## src/hdl/rcc_pkg.sv

```systemverilog
// Purpose: Constants and state layout for the reset and clock controller.
// Assumes: 100 MHz system clock; registers reached over APB.
// Notes: Register offsets are byte addresses of aligned 32-bit words.
package rcc_pkg;
    localparam int CLK_MHZ = 100;
    localparam int CLK_PS = 1000000 / CLK_MHZ;
    localparam int GLITCH_NS = 3;
    // Least pulse width in samples, rounded up, never below one.
    localparam int GLITCH_RAW = (GLITCH_NS * 1000 + CLK_PS - 1) / CLK_PS;
    localparam int GLITCH_CYC = (GLITCH_RAW < 1) ? 1 : GLITCH_RAW;
    localparam logic [3:0] GLITCH_LIM = GLITCH_CYC[3:0];
    localparam logic [3:0] PHASE_MAX = 4'hF;
    localparam logic [7:0] RST_HOLD = 8'h10;
    localparam logic [7:0] RC_SLOW_DIV = 8'hFF;

    localparam logic [7:0] RST_REQ_OFS = 8'h00;
    localparam logic [7:0] CPU_CLK_OFS = 8'h04;
    localparam logic [7:0] RTC_CLK_OFS = 8'h08;
    localparam logic [7:0] STATUS_OFS = 8'h0C;

    // Reset request and level indices.
    localparam int LV_CORE0 = 0;
    localparam int LV_CORE1 = 1;
    localparam int LV_DOMAIN = 2;
    localparam int LV_SYSTEM = 3;
    localparam int LV_CHIP = 4;
    localparam int NLV = 5;

    // Clock input indices.
    localparam int CK_XTAL = 0;
    localparam int CK_FRC = 1;
    localparam int CK_PLL = 2;
    localparam int CK_X32K = 3;
    localparam int CK_SRC = 4;
    localparam int NCK = 5;

    localparam logic [1:0] CPU_SRC_XTAL = 2'h0;
    localparam logic [1:0] CPU_SRC_FRC = 2'h1;
    localparam logic [1:0] CPU_SRC_PLL = 2'h2;
    localparam logic [1:0] SLOW_SRC_X32K = 2'h0;
    localparam logic [1:0] SLOW_SRC_SRC = 2'h1;
    localparam logic [1:0] SLOW_SRC_FRC256 = 2'h2;
    localparam logic FAST_SRC_XTAL2 = 1'b0;
    localparam logic FAST_SRC_FRC = 1'b1;

    // Register fields and CPU clock reset values.
    localparam int CPU_DIVEN_BIT = 2;
    localparam int CPU_DIV_LSB = 8;
    localparam logic [7:0] CPU_DIV_RST = 8'h02;
    localparam logic CPU_DIVEN_RST = 1'b1;
    localparam int FAST_SEL_BIT = 2;
    localparam int GLITCH_BIT = 0;
    localparam int RSTACT_LSB = 8;

    typedef struct packed {
        logic ready;
        logic err;
        logic [31:0] rdata;
        logic [1:0] cpu_src;
        logic div_en;
        logic [7:0] div_val;
        logic [1:0] slow_src;
        logic fast_src;
        logic [NCK-1:0] s1;
        logic [NCK-1:0] s2;
        logic [NCK-1:0] s3;
        logic [NCK-1:0] stab;
        logic [3:0] phase;
        logic glitch;
        logic xt_half;
        logic [7:0] rc_div;
        logic [7:0] cpu_cnt;
        logic [NLV-1:0][7:0] rst_cnt;
        logic [NLV-1:0] rst_n;
        logic sec_rst_n;
        logic cpu_clk_en;
        logic slow_en;
        logic fast_en;
    } rcc_state_t;
endpackage

```

## src/hdl/rcc_top.sv

```systemverilog
// Purpose: Reset level sequencing and clock source selection.
// Assumes: Clock sources arrive as pins sampled on the system clock.
// Notes: Derived clocks leave as one-cycle enable pulses.
`timescale 1ns/1ps
module rcc_top
    import rcc_pkg::*;
(
    input wire logic clock,
    input wire logic resetn,
    input wire logic psel,
    input wire logic penable,
    input wire logic pwrite,
    input wire logic [7:0] paddr,
    input wire logic [31:0] pwdata,
    output logic [31:0] prdata,
    output logic pready,
    output logic pslverr,
    input wire logic main_crystal_clock,
    input wire logic fast_rc_clock,
    input wire logic pll_clock,
    input wire logic slow_crystal_clock,
    input wire logic slow_rc_clock,
    input wire logic [1:0] hw_core_rst_req,
    input wire logic hw_domain_rst_req,
    input wire logic hw_system_rst_req,
    input wire logic hw_chip_rst_req,
    output logic first_core_rst_n,
    output logic second_core_rst_n,
    output logic secure_regs_rst_n,
    output logic domain_rst_n,
    output logic rtc_rst_n,
    output logic chip_rst_n,
    output logic cpu_clk_en,
    output logic rtc_slow_clk_en,
    output logic rtc_fast_clk_en
);
    rcc_state_t st_reg;
    rcc_state_t st_next;

    logic [NCK-1:0] pins;
    assign pins = {slow_rc_clock, slow_crystal_clock, pll_clock,
                   fast_rc_clock, main_crystal_clock};

    always_comb begin
        logic access;
        logic wr;
        logic [NLV-1:0] req;
        logic [NLV-1:0] eff;
        logic [NCK-1:0] settle;
        logic [NCK-1:0] rise;
        logic xt_edge;
        logic frc256;
        logic src_edge;
        logic cfg_change;
        logic slow_change;
        logic [31:0] rd;
        logic hit;
        access = 1'b0;
        wr = 1'b0;
        req = '0;
        eff = '0;
        settle = '0;
        rise = '0;
        xt_edge = 1'b0;
        frc256 = 1'b0;
        src_edge = 1'b0;
        cfg_change = 1'b0;
        slow_change = 1'b0;
        rd = '0;
        hit = 1'b0;
        st_next = st_reg;

        // Three-stage sampling; a change is accepted once stages 2 and 3
        // agree, so the first stage feeds only the second.
        st_next.s1 = pins;
        st_next.s2 = st_reg.s1;
        st_next.s3 = st_reg.s2;
        for (int i = 0; i < NCK; i++) begin
            settle[i] = (st_reg.s2[i] == st_reg.s3[i])
                && (st_reg.s3[i] != st_reg.stab[i]);
            if (settle[i]) begin
                st_next.stab[i] = st_reg.s3[i];
            end
            rise[i] = settle[i] && st_reg.s3[i];
        end

        // Pulse width watch on the crystal; a phase no longer than the
        // limit latches the block until cleared or a system reset. The
        // shortest phase the synchroniser can accept counts as one.
        if (settle[CK_XTAL]) begin
            if (st_reg.phase <= GLITCH_LIM) begin
                st_next.glitch = 1'b1;
            end
            st_next.phase = '0;
        end else if (st_reg.phase != PHASE_MAX) begin
            st_next.phase = st_reg.phase + 4'h1;
        end
        xt_edge = rise[CK_XTAL] && !st_reg.glitch;

        // APB slave: one wait state, answer registered.
        access = psel && penable && !st_reg.ready;
        wr = access && pwrite;
        st_next.ready = access;
        st_next.err = 1'b0;
        case (paddr)
            RST_REQ_OFS: begin
                hit = 1'b1;
                rd = '0;
            end
            CPU_CLK_OFS: begin
                hit = 1'b1;
                rd[1:0] = st_reg.cpu_src;
                rd[CPU_DIVEN_BIT] = st_reg.div_en;
                rd[CPU_DIV_LSB +: 8] = st_reg.div_val;
            end
            RTC_CLK_OFS: begin
                hit = 1'b1;
                rd[1:0] = st_reg.slow_src;
                rd[FAST_SEL_BIT] = st_reg.fast_src;
            end
            STATUS_OFS: begin
                hit = 1'b1;
                rd[GLITCH_BIT] = st_reg.glitch;
                rd[RSTACT_LSB +: NLV] = ~st_reg.rst_n;
            end
            default: begin
                hit = 1'b0;
                rd = '0;
            end
        endcase
        if (access) begin
            st_next.rdata = pwrite ? '0 : rd;
            st_next.err = !hit;
        end

        if (wr && hit) begin
            case (paddr)
                RST_REQ_OFS: begin
                    req = pwdata[NLV-1:0];
                end
                CPU_CLK_OFS: begin
                    st_next.cpu_src = pwdata[1:0];
                    st_next.div_en = pwdata[CPU_DIVEN_BIT];
                    st_next.div_val = pwdata[CPU_DIV_LSB +: 8];
                    cfg_change = 1'b1;
                end
                RTC_CLK_OFS: begin
                    st_next.slow_src = pwdata[1:0];
                    st_next.fast_src = pwdata[FAST_SEL_BIT];
                    slow_change = 1'b1;
                end
                STATUS_OFS: begin
                    // A glitch seen in the same cycle wins over the clear.
                    if (pwdata[GLITCH_BIT]
                        && !(settle[CK_XTAL]
                        && st_reg.phase <= GLITCH_LIM)) begin
                        st_next.glitch = 1'b0;
                    end
                end
                default: begin
                    req = '0;
                end
            endcase
        end

        // Hardware requests join the software ones.
        req[LV_CORE0] = req[LV_CORE0] | hw_core_rst_req[0];
        req[LV_CORE1] = req[LV_CORE1] | hw_core_rst_req[1];
        req[LV_DOMAIN] = req[LV_DOMAIN] | hw_domain_rst_req;
        req[LV_SYSTEM] = req[LV_SYSTEM] | hw_system_rst_req;
        req[LV_CHIP] = req[LV_CHIP] | hw_chip_rst_req;

        // Levels nest: each wider level drags every narrower one.
        eff[LV_CHIP] = req[LV_CHIP];
        eff[LV_SYSTEM] = req[LV_SYSTEM] | eff[LV_CHIP];
        eff[LV_DOMAIN] = req[LV_DOMAIN] | eff[LV_SYSTEM];
        eff[LV_CORE0] = req[LV_CORE0] | eff[LV_DOMAIN];
        eff[LV_CORE1] = req[LV_CORE1] | eff[LV_DOMAIN];

        // Each level is stretched to a fixed hold count before release.
        for (int i = 0; i < NLV; i++) begin
            if (eff[i]) begin
                st_next.rst_cnt[i] = RST_HOLD;
            end else if (st_reg.rst_cnt[i] != '0) begin
                st_next.rst_cnt[i] = st_reg.rst_cnt[i] - 8'h01;
            end
            st_next.rst_n[i] = (st_next.rst_cnt[i] == '0);
        end
        st_next.sec_rst_n = st_next.rst_n[LV_CORE0];

        // A first core reset restores the default CPU clock.
        if (eff[LV_CORE0]) begin
            st_next.cpu_src = CPU_SRC_XTAL;
            st_next.div_en = CPU_DIVEN_RST;
            st_next.div_val = CPU_DIV_RST;
            cfg_change = 1'b1;
        end
        if (eff[LV_SYSTEM]) begin
            st_next.slow_src = SLOW_SRC_X32K;
            st_next.fast_src = FAST_SRC_XTAL2;
            st_next.glitch = 1'b0;
            slow_change = 1'b1;
        end

        // Slow divider of the fast RC; restarted on a slow switch so the
        // first period after it is whole.
        if (slow_change) begin
            st_next.rc_div = '0;
        end else if (rise[CK_FRC]) begin
            st_next.rc_div = st_reg.rc_div + 8'h01;
            frc256 = (st_reg.rc_div == RC_SLOW_DIV);
        end
        if (xt_edge) begin
            st_next.xt_half = !st_reg.xt_half;
        end

        case (st_reg.cpu_src)
            CPU_SRC_XTAL: src_edge = xt_edge;
            CPU_SRC_FRC: src_edge = rise[CK_FRC];
            CPU_SRC_PLL: src_edge = rise[CK_PLL];
            default: src_edge = 1'b0;
        endcase

        // Divider restart on any change avoids a runt first period.
        st_next.cpu_clk_en = 1'b0;
        if (cfg_change) begin
            st_next.cpu_cnt = '0;
        end else if (src_edge) begin
            if (!st_reg.div_en || st_reg.div_val <= 8'h01) begin
                st_next.cpu_clk_en = 1'b1;
            end else if (st_reg.cpu_cnt >= st_reg.div_val - 8'h01) begin
                st_next.cpu_cnt = '0;
                st_next.cpu_clk_en = 1'b1;
            end else begin
                st_next.cpu_cnt = st_reg.cpu_cnt + 8'h01;
            end
        end

        st_next.slow_en = 1'b0;
        if (!slow_change) begin
            case (st_reg.slow_src)
                SLOW_SRC_X32K: st_next.slow_en = rise[CK_X32K];
                SLOW_SRC_SRC: st_next.slow_en = rise[CK_SRC];
                SLOW_SRC_FRC256: st_next.slow_en = frc256;
                default: st_next.slow_en = 1'b0;
            endcase
        end
        st_next.fast_en = 1'b0;
        if (!slow_change) begin
            if (st_reg.fast_src == FAST_SRC_FRC) begin
                st_next.fast_en = rise[CK_FRC];
            end else begin
                st_next.fast_en = xt_edge && !st_reg.xt_half;
            end
        end
    end

    always_ff @(posedge clock or negedge resetn) begin
        if (!resetn) begin
            st_reg <= '0;
            st_reg.phase <= PHASE_MAX;
            st_reg.cpu_src <= CPU_SRC_XTAL;
            st_reg.div_en <= CPU_DIVEN_RST;
            st_reg.div_val <= CPU_DIV_RST;
            st_reg.slow_src <= SLOW_SRC_X32K;
            st_reg.fast_src <= FAST_SRC_XTAL2;
            st_reg.rst_cnt <= {NLV{RST_HOLD}};
        end else begin
            st_reg <= st_next;
        end
    end

    assign prdata = st_reg.rdata;
    assign pready = st_reg.ready;
    assign pslverr = st_reg.err;
    assign first_core_rst_n = st_reg.rst_n[LV_CORE0];
    assign second_core_rst_n = st_reg.rst_n[LV_CORE1];
    assign secure_regs_rst_n = st_reg.sec_rst_n;
    assign domain_rst_n = st_reg.rst_n[LV_DOMAIN];
    assign rtc_rst_n = st_reg.rst_n[LV_SYSTEM];
    assign chip_rst_n = st_reg.rst_n[LV_CHIP];
    assign cpu_clk_en = st_reg.cpu_clk_en;
    assign rtc_slow_clk_en = st_reg.slow_en;
    assign rtc_fast_clk_en = st_reg.fast_en;
endmodule

```

## config.mk

```make
export PLATFORM = sky130hd
export DESIGN_NAME = rcc_top
export DESIGN_NICKNAME = d
export VERILOG_FILES = /design/src/hdl/rcc_pkg.sv /design/src/hdl/rcc_top.sv
export SDC_FILE = /design/constraint.sdc
export NUM_CORES = 1
export LEC_CHECK = 0
export ABC_AREA = 1
export BUFFER_PORTS_ARGS = -buffer_cell sky130_fd_sc_hd__buf_4
export CORE_ASPECT_RATIO = 0.6
export CORE_MARGIN = 2
export CORE_UTILIZATION = 57
export CTS_CLUSTER_DIAMETER = 120
export DETAILED_ROUTE_END_ITERATION = 10
export PLACE_DENSITY = 0.76
export SLEW_MARGIN = 15
export SYNTH_ARGS = -nofsm -noshare
export SYNTH_HDL_FRONTEND = slang
export SYNTH_SLANG_ARGS = --single-unit
```

## constraint.sdc

```tcl
create_clock -name clock -period 3 [get_ports clock]
set_input_delay 0.15 -clock clock [delete_from_list [all_inputs] [get_ports clock]]
set_output_delay 0.15 -clock clock [all_outputs]
set_load 0.02 [all_outputs]
```

### After elaboration in Yosys (flattened, before gate mapping)

Index checks and enable logic that the tools add are counted.

* flip-flop bits (word level): 139
* bits of input ports: 55
* logic and storage cells: 176
* output and inout port bits: 43

* multiplexer cells: 54
* bitwise logic cells: 10
* $add $sub $neg: 9
* reductions and logical operators: 49
* eq/ne operators: 20
* $lt $le $gt $ge: 3

Operator list (count)
* $mux W8: 16
* $logic_not A8 Y1: 6
* $sub A8 B1 Y8 const B: 6
* $reduce_bool A8 Y1: 5
* $mux W33: 1
* $mux W11: 2
* $mux W1: 21
* $logic_and A1 B1 Y1: 18
* $add A8 B1 Y8 const B: 2
* $eq A8 B4 Y1 const B: 2
* $mux W16: 1
* $mux W14: 1
* $reduce_bool A2 Y1: 7
* $mux W5: 2
* $pmux W5 S2: 1
* $mux W3: 3
* $or A1 B1 Y1: 9
* $pmux W1 S3: 3
* $eq A8 B3 Y1 const B: 1
* $eq A8 B8 Y1 const B: 1
* $ge A8 B8 Y1: 1
* $le A8 B1 Y1 const B: 1
* $mux W4: 2
* $logic_not A1 Y1: 6
* other kinds (14): 27

### Longest topological paths before layout

Gate-level depths: netlist of the first run.

* depth after elaboration: 12
* mapped depth: 14
* depth with buffers taken out: 14

### Least setup slack after synthesis of the first run

Ideal clock, no wire load.

* path type: register to register
* from: reg st_reg[95] (netlist bit)
* to: reg st_reg[51] (netlist bit)
* arrival: 2070 ps
* stages on the path, launching flop included: 14
* clock period less this slack: 2193 ps
* setup time: 123 ps
* required time: 2877 ps
* buffers on the path: 0
* slack: 807 ps
* cells stage by stage: dfstp_2 -> inv_1 -> ha_1 -> nand3_1 -> xor2_1 -> inv_1 -> ha_1 -> nand2_1 -> nor2_1 -> nand4_1 -> nand3_1 -> inv_1 -> o21ai_2 -> nor2_1

* word-level cells in the longest chain between the ends: 6
* elaborated cells on any way between the ends: 10
* those cells by class: add/sub (1); order compare (2); eq/ne (1); mux (4); reduce/logical (2)

Ends and longest elaborated chain
* start, declared: RTL line rcc_top.sv:37 `rcc_state_t st_reg;`
* start signal, assigned: RTL line rcc_top.sv:269 `st_reg <= st_next;`
* $sub A8 B1 Y8: RTL line rcc_top.sv:231 `end else if (st_reg.cpu_cnt >= st_reg.div_val - 8'h01) begin`
* $ge A8 B8 Y1: RTL line rcc_top.sv:231
* $mux W8: RTL line rcc_top.sv:231
* $mux W8: RTL line rcc_top.sv:229 `if (!st_reg.div_en || st_reg.div_val <= 8'h01) begin`
* $mux W8: RTL line rcc_top.sv:228 `end else if (src_edge) begin`
* $mux W8: RTL line rcc_top.sv:226 `if (cfg_change) begin`

Several ways; a longest one is shown, not always the timed one. The select of a mux whose other input is x is not followed.
A chain may end at the register's enable or synchronous reset.

==> results of run 1 <==
==> metrics by stage <==
step / total power [mW] / worst slack [ns] / hold slack, ns / cell area (µm²)
final: 4.328 / 0.3134 / 0.01235 / 7513
after global routing: 4.541 / 0.07040 / 0.01412 / 7513
after CTS: 4.343 / 0.1416 / 0.006020 / 7483
after detailed placement: 2.386 / 0.4924 / 0.2606 / 6804
after global placement: 2.354 / 0.5854 / 0.2602 / 6804
after floorplan: 2.214 / 0.8066 / -0.1456 / 6452
==> cell families after synthesis <==
family	count (synthesis)	synth area share
AND/OR/NAND/NOR	328	0.2335
buffers and inverters	150	0.1112
flip-flops	117	0.4613
AO/OA/AOI/OAI	100	0.09712
XOR/XNOR	31	0.04257
adder cells (fa/ha/maj)	28	0.05376
other	1	0.0005880
==> what timing repair did <==
item,in CTS,in global routing
gates resized for setup,0,1
endpoints found under the setup margin,0,8
hold buffers,11,0
endpoints found under the hold margin,74,0
buffers inserted,0,3
==> per-layer routing <==
layer	routed length, µm	vias to the layer above
li1	-	2532
met1	6739	2487
met2	6491	180
met3	828	27
met4	256	0
met5	0	-
==> path summary, 6_finish.rpt <==
| check | from | endpoint | slack [ns] |
|---|---|---|---|
| worst max-delay path | penable | st_reg[52] | 0.31 |
| worst min-delay path | pwdata[1] | st_reg[93] | 0.01 |
| worst max register to register | st_reg[95] | st_reg[52] | 0.45 |
| worst min register to register | st_next[83] | st_next[78] | 0.35 |
| max in group asynchronous | resetn | st_reg[29] | 1.74 |
| min in group asynchronous | resetn | st_next[77] | 0.42 |
==> Yosys cell counts, types with 7 or more instances <==
cell | count | area [µm²]
nor2_1 | 105 | 394.1
dfrtp_1 | 106 | 2653
nor3_1 | 28 | 140.1
nor2_2 | 9 | 56.30
dfstp_2 | 11 | 289.0
xnor2_1 | 7 | 61.31
nand3_1 | 29 | 145.1
a21oi_1 | 28 | 140.1
ha_1 | 25 | 312.8
o21ai_0 | 27 | 135.1
xor2_1 | 24 | 210.2
buf_4 | 33 | 247.7
inv_1 | 109 | 409.1
nand2_1 | 119 | 446.7
nand4_1 | 9 | 56.30
==> power by group through the flow <==
| stage | Clock, mW | Combinational [mW] | Sequential (mW) |
|---|---|---|---|
| floorplan | 0 | 0.429 | 1.78 |
| global placement | 0 | 0.564 | 1.79 |
| detailed placement | 0 | 0.590 | 1.80 |
| CTS | 1.96 | 0.608 | 1.77 |
| global route | 2.06 | 0.700 | 1.79 |
| finish | 1.94 | 0.616 | 1.77 |
==> final cells by class <==
cell class              count  area (µm²)
well taps                 139       173.9
clock buffers              17       425.4
flip-flops and latches    117        2942
inverters                 113       424.2
fillers                   843        3227
clock inverters            15       143.9
repair buffers             74       595.6
multi-input cells         508        2809
==> critical path: stages <==
cell and delay (ns):
dlygate4sd3_1 0.54, buf_4 0.13, nand2_1 0.05, dlygate4sd3_1 0.54, nor2_1 0.06, inv_1 0.13
nor2_4 0.08, nand2_1 0.29, clkinv_1 0.40, nor2_4 0.37, o21ai_2 0.15, nor2_1 0.13
==> metrics.txt, run 1 <==
synth warn=0; startpoint types=input pin; Max Root-Sink Buffers=2; reg2reg path depth=13; hold depth=3; Worst-path clk slew=0.06 ns; global route overflow=0; cell area power density=roughly 580 nW/µm²; Final Cycle Share=0.8956; Post-synth EDFFs=0; Yosys cell types=between 40 and 50; Seq cells post-synth=around 120; post-synthesis sequential area ratio=0.4613; Residual DRC=0; Cell Area, Synth=about 6400 µm²; met1 usage=0.3503; CTS root buf=clkbuf_16; initial antenna violation count=0; GPL Wtd Cong=around 0.91; Site Rows=29; Num CTS Buffers=17; Final Max Tran Viols=0; Final Non-Filler Cells=slightly below 1k; Data arrival, critical path=just over 3 ns; Synth Flop Type=dfrtp_1; Tmin final=around 2.7 ns; via density per instance=between 5 and 6; ANT cells=0; layout cells sized above 1=0.1706; final hold vios=0; Leakage=roughly 3.7 nW; Largest register FFs=86; I/O pin total=98; DR vias=approximately 5.2k; Placed Cells=roughly 940; commonest non-fill, non-tap cell in the layout=nand2_1; Starting Density=0.5938; drt initial violations=between 300 and 400; P_sw=~1.2 mW; Final Core Density=0.6996; routing usage on met3=0.05751; normalized max-slew margin=0.3906; Logic pwr share=0.142; highest-count cells in the layout ignoring fill and taps=nand2_1 (119), inv_1 (109), dfrtp_1 (106), nor2_1 (105), buf_4 (62); critical path type=input pin to flop; worst endpoint required time=~3.3 ns; Clock Skews=slightly below 0.009 ns; switch share=0.2876; post-synthesis cell count=around 760; largest net degree at the start of global routing=73; mean post-synth cell area=between 8 and 9 µm²; Layout Nets=between 900 and 1k; TritonCTS clock tree=done; placed wire-length estimate=10,310 µm; total track usage=0.2542; die area=between 10,000 and 15,000 µm²; port bufs=57; Post-Route WL=14,320 µm; Sequential Power Share=0.410; worst-path fanout max=10; asr flop ratio synth=1.000; layout overhead on the synthesized area=17.81%; most used routing layer=met2; Pint=3.083 mW; Die Y=85.94 µm; RSZ-0062 raised after global routing=false; crit end category=flop; Max Freq=around 0.37 GHz; clock share of power=0.448; H-tree depth=4; max cap viols=0; VDD IR max=between 300 and 400 µV; Worst Tran Pin Value=between 0.9 and 1 ns; TNS Setup=0 ns; number of global-route vias before repair=a little over 5k; WL/cell=14.56 µm; first-pass GRT wire length=24,220 µm; antenna viol nets, final=0; Hold WC Path Type=input pin to flop; # clock sinks=~120; area of the core=~11,000 µm²; Die W=140.6 µm; clock insertion delay at the later pin of the skew report=about 0.4 ns; met2 Usage GRT=0.3975; status=finished clean; DRT Pass-1 Iters=5; setup violators final=0
Power figures use the tool's default switching activity.
==> run 2: changes to the inputs <==
CORE_UTILIZATION = 52   (was 57)
PLACE_DENSITY = 0.73   (was 0.76)
clock period = 2.3 ns   (was 3 ns; I/O delays follow)
==> metrics.txt, run 2 (synthesis gave the netlist of run 1 again) <==
Worst-path clk slew=0.06 ns (about the same); Tmin final=between 2 and 2.5 ns; TritonCTS clock tree=done; Final Non-Filler Cells=1,028 (+4.6%); final instance area=7826 µm² (+4.2%); dpl cell area=6919 µm² (+1.7%); crit end category=flop; layout cells sized above 1=0.2028 (+0.03216); Residual DRC=0 (unchanged); Max Root-Sink Buffers=2 (unchanged); worst-path fanout max=3 (-7); initial antenna violation count=0 (unchanged); placed wire-length estimate=10,640 µm (+3.2%); DR vias=5,253 (+0.52%); setup slack after layout=0.09463 ns (-0.2187 ns); hold path start=hw_system_rst_req; Final Cycle Share=0.9589; Site Rows=31 (+6.9%); Worst Setup SP=st_reg[95]; normalized max-slew margin=0.6358 (+0.2452); # clock sinks=117 (unchanged); global route overflow=0 (unchanged); R2R Setup Slk=0.09 ns (-0.36 ns); CTS root buf=clkbuf_16; VDD IR max=474.2 µV (+20%); Tot Pwr=5.755 mW (+33%); Max Freq=approximately 0.45 GHz; Hold Path End=st_reg[34]; clock insertion delay at the later pin of the skew report=0.41 ns (about the same); multi-input logic area=2910 µm² (+3.6%); number of global-route vias before repair=5,074 (-2.3%); worst endpoint required time=2.60 ns (-0.74 ns); DRT Pass-1 Iters=5 (unchanged); via density per instance=5.110 (-3.9%); Post-Route WL=14,810 µm (+3.5%); Die Y=89.78 µm (+4.5%); highest-count cells in the layout ignoring fill and taps=nand2_1 (118), inv_1 (107), dfrtp_1 (105), nor2_1 (102), buf_4 (73); antenna viol nets, final=0 (unchanged); Hold WC Path Type=input pin to flop; Reg area=2943 µm² (about the same); H-tree depth=4 (unchanged); area of the core=12,020 µm² (+12%); layout overhead on the synthesized area=22.72%; first-pass GRT wire length=24,270 µm (+0.20%); I/O pin total=98 (unchanged); Largest register FFs=86 (unchanged); Final Core Density=0.6509 (-0.04867); final hold vios=0 (unchanged); Final Max Tran Viols=0 (unchanged); Clock Skews=0.004802 ns (-0.003864 ns); GPL Wtd Cong=0.9424 (+3.2%); setup violators final=0 (unchanged); Placed Cells=974 (+3.9%); startpoint types=flop; commonest non-fill, non-tap cell in the layout=nand2_1; largest net degree at the start of global routing=71 (-2.7%); die area=13,200 µm² (+9.2%); Die W=147.0 µm (+4.6%); Worst Tran Pin Value=0.5463 ns (-0.3679 ns); max cap viols=0 (unchanged); Layout Nets=930 (+2.1%); ANT cells=0 (unchanged); total track usage=0.2306 (-0.02363); Fillers=956 (+13%); WL/cell=14.41 µm (-1.1%); hold depth=4 (+1); Leakage=3.793 nW (+3.1%); status=finished clean; reg2reg path depth=13 (unchanged); reg2reg end=st_reg[55]; Num CTS Buffers=17 (unchanged); cell area power density=735.3 nW/µm² (+28%); RR Startpoint=st_reg[95]; Data arrival, critical path=2.50 ns (-0.53 ns); Setup Slack @ Placement=-0.02431 ns (-0.5167 ns); critical path type=flop to flop; port bufs=57 (unchanged); Starting Density=0.5304 (-0.06339); drt initial violations=320 (-16%)
[run 2: where the power goes]
part	internal (mW)	total (mW)	leakage, nW	switching [mW]
Combinational	0.320	0.819	1.98	0.499
Clock	1.53	2.62	0.276	1.09
Sequential	2.21	2.31	1.53	0.106
Total	4.06	5.75	3.79	1.69
[run 2: worst max-delay path, cell delays in order (launching register included)]
cell,delay [ns]
dfstp_2,0.53
inv_2,0.05
ha_4,0.16
nand3_2,0.07
xor2_1,0.15
inv_1,0.10
ha_4,0.27
nand2_2,0.07
nor2_4,0.10
nand4_1,0.12
nand3_2,0.12
buf_6,0.13
nor3_2,0.04
o21a_1,0.19
[run 2: worst max path at each step]
stage,to,slack (ns),cells after the start
global route,st_reg[55],-0.02,13
CTS,st_reg[55],0.004,13
global placement,st_reg[52],0.04,13
floorplan,st_reg[51],0.11,13
finish,st_reg[55],0.09,13
detailed placement,st_reg[55],-0.02,13
[run 2: timing repair]
item | 4_1_cts | 5_1_grt
setup endpoints to repair | 7 | 17
hold buffers | 18 | 0
gates resized for setup | 1 | 24
endpoints found under the hold margin | 123 | 0
pin swaps | 1 | 7
setup buffers | 0 | 4
[run 2: layout make-up]
| type | instances | share of cell area |
|---|---|---|
| flip-flops and latches | 117 | 0.3760 |
| multi-input cells | 508 | 0.3719 |
| repair buffers | 93 | 0.09704 |
| clock buffers | 17 | 0.05436 |
| inverters | 113 | 0.05420 |
| well taps | 165 | 0.02638 |
| clock inverters | 15 | 0.02014 |
[run 2: routing by layer]
| layer | GRT usage | vias up | share of wire |
|---|---|---|---|
| li1 | - | 2572 | - |
| met1 | 0.3293 | 2491 | 0.48 |
| met2 | 0.3556 | 173 | 0.45 |
| met3 | 0.05482 | 17 | 0.059 |
| met4 | 0.06250 | 0 | 0.011 |
| met5 | 0 | - | 0 |
[run 2: per-stage QoR]
step / hold slack (ns) / setup TNS, ns
floorplan: -0.1806 / 0
global placement: -0.06353 / 0
detailed placement: -0.06000 / -0.09614
CTS: 0.03620 / 0
global route: 0.05709 / -0.02780
finish: 0.04414 / 0
==> run 3: changes to the inputs <==
ABC_AREA = unset   (was 1)
==> metrics.txt, run 3 <==
I/O pin total=98 (unchanged); setup violators final=9 (+9); met2 wire len=7116 µm (+5.9%); top cells by count, synth=dfrtp_1 (106), nor2_1 (69), nand2_1 (60); Max Freq=0.3741 GHz (-17%); clock insertion delay at the later pin of the skew report=0.41 ns (about the same); Die W=144.8 µm (-1.5%); Die Y=88.46 µm (-1.5%); startpoint types=flop; VDD IR max=486.1 µV (+2.5%); layout cells sized above 1=0.2267 (+0.02389); Site Rows=30 (-3.2%); commonest non-fill, non-tap cell in the layout=dfrtp_1; layout overhead on the synthesized area=25.74%; die area=12,810 µm² (-2.9%); top cells by area, synth=dfrtp_1 (43%), ha_1 (5.1%), dfstp_2 (4.7%); ANT cells=0 (unchanged); RSZ-0062 raised after global routing=true; first-pass GRT wire length=23,810 µm (-1.9%); biggest area consumer among synthesized cells=dfrtp_1; port bufs=57 (unchanged); Seq cells post-synth=117 (unchanged); Final Max Tran Viols=0 (unchanged); uppermost layer routed=met4; Synth Flop Type=dfrtp_1; setup slack after layout=-0.3730 ns (-0.4676 ns); area share of the largest cell type after synthesis=0.4291 (+0.01313); Max Root-Sink Buffers=2 (unchanged); via density per instance=5.574 (+9.1%); highest-count cells in the layout ignoring fill and taps=dfrtp_1 (104), buf_4 (91), nor2_1 (67), nand2_1 (59), a21oi_1 (36); worst endpoint required time=2.61 ns (about the same); H-tree depth=4 (unchanged); Worst Tran Pin Value=0.7375 ns (+0.1912 ns); DR vias=5,072 (-3.4%); drt initial violations=342 (+6.9%); global route overflow=0 (unchanged); violated checks=negative setup slack; Data arrival, critical path=2.99 ns (+0.49 ns); asr flop ratio synth=1.000 (unchanged); initial antenna violation count=0 (unchanged); most frequent cell after synthesis=dfrtp_1; largest net degree at the start of global routing=50 (-30%); WL/cell=16.61 µm (+15%); Largest register FFs=86 (unchanged); TritonCTS clock tree=done; Final Non-Filler Cells=910 (-11%); TNS Setup=-2.797 ns (-2.797 ns); Worst-path clk slew=0.05 ns (about the same); Yosys cell types=57 (+24%); total track usage=0.2434 (+0.01278); Starting Density=0.5400 (+0.009615); Num CTS Buffers=17 (unchanged); Layout Nets=817 (-12%); post-synthesis cell count=633 (-16%); synth warn=0 (unchanged); met1 WL=7063 µm (+0.14%); mean post-synth cell area=9.766 µm² (+16%); antenna viol nets, final=0 (unchanged); # clock sinks=117 (unchanged); DRT Pass-1 Iters=5 (unchanged); final hold vios=0 (unchanged); worst-path fanout max=7 (+4); post-synthesis sequential area ratio=0.4758 (+0.01456); Tmin final=2.673 ns (+0.4676 ns); Clock Skews=0.01046 ns (+0.005655 ns); Post-synth EDFFs=0 (unchanged); Tot Pwr=5.855 mW (+1.7%); Final Cycle Share=1.162 (+0.2033); number of global-route vias before repair=4,783 (-5.7%); GPL Wtd Cong=0.8942 (-5.1%); Cell Area, Synth=6182 µm² (-3.1%); max cap viols=0 (unchanged); critical path type=flop to flop; Residual DRC=0 (unchanged); Leakage=3.449 nW (-9.1%); crit end category=flop; placed wire-length estimate=10,470 µm (-1.6%); Met3 Wirelength=770 µm (-12%); area of the core=11,450 µm² (-4.8%); Placed Cells=853 (-12%); Hold WS=0.07429 ns (+0.03015 ns); Post-Route WL=15,110 µm (+2.0%); status=finished with violations; cell area power density=753.2 nW/µm² (+2.4%); CTS root buf=clkbuf_16; normalized max-slew margin=0.5014 (-0.1344); Hold WC Path Type=input pin to flop
run 3: area by class of cell:
cell class / instances / area, µm²
clock buffer: 22 / 444.2
clock inverter: 10 / 108.9
fill: 882 / 3675
inverter: 25 / 96.34
multi-input combinational: 462 / 3055
sequential: 117 / 2944
tap: 160 / 200.2
timing repair buffer: 114 / 924.6
run 3: final timing paths:
path,depth (start not counted),from,end,slack [ns]
worst max register to register,10,st_reg[98],st_reg[53],-0.37
min in group asynchronous,2,resetn,st_next[81],0.27
worst min-delay path,4,paddr[0],prdata[0],0.07
max in group asynchronous,3,resetn,st_reg[101],1.20
worst min register to register,0,st_next[84],st_next[79],0.35
worst max-delay path,10,st_reg[98],st_reg[53],-0.37
run 3: cell families after synthesis:
family / after synthesis / synth area share
AOI/OAI and AO/OA: 100 / 0.1077
xor gates and xnor gates: 37 / 0.05242
adders and majority gates: 30 / 0.05869
buffers and inverters: 74 / 0.06618
DFF: 117 / 0.4758
muxes: 9 / 0.01457
other: 1 / 0.0006066
and+or+nand+nor: 265 / 0.2240
run 3: worst max-delay path, stage by stage, from the launching register on:
cell	delay (ns)
dfrtp_1	0.38
or4_4	0.59
nor2_4	0.10
xnor2_1	0.07
ha_1	0.35
a21oi_2	0.16
o21ai_2	0.08
a221oi_2	0.34
buf_4	0.24
a21oi_1	0.09
nor3_1	0.18
run 3: layer usage:
metal,vias up,track usage
met3,20,0.05087
li1,2403,-
met1,2470,0.3484
met2,179,0.3769
met4,0,0.07502
met5,-,0
run 3: timing repair:
item | CTS | global route
gates cloned | 1 | 0
setup endpoints to repair | 10 | 13
pin swaps | 6 | 4
buffers inserted | 0 | 3
gates resized for setup | 7 | 22
endpoints found under the hold margin | 61 | 0
hold buffers | 21 | 0
run 3: report_power, final:
part	internal [mW]	leakage [nW]	switching [mW]
Combinational	0.430	1.65	0.525
Sequential	2.23	1.53	0.160
Clock	1.59	0.268	0.924
Total	4.25	3.45	1.61
run 3: per-stage QoR:
| stage | cell area (µm²) | worst slack [ns] | utilization |
|---|---|---|---|
| global placement | 6857 | -0.1442 | 0.5989 |
| floorplan | 6295 | -0.2906 | - |
| CTS | 7650 | -0.2760 | 0.6682 |
| finish | 7774 | -0.3730 | 0.6790 |
| global route | 7774 | -0.4872 | 0.6790 |
| detailed placement | 6857 | -0.2903 | 0.5989 |
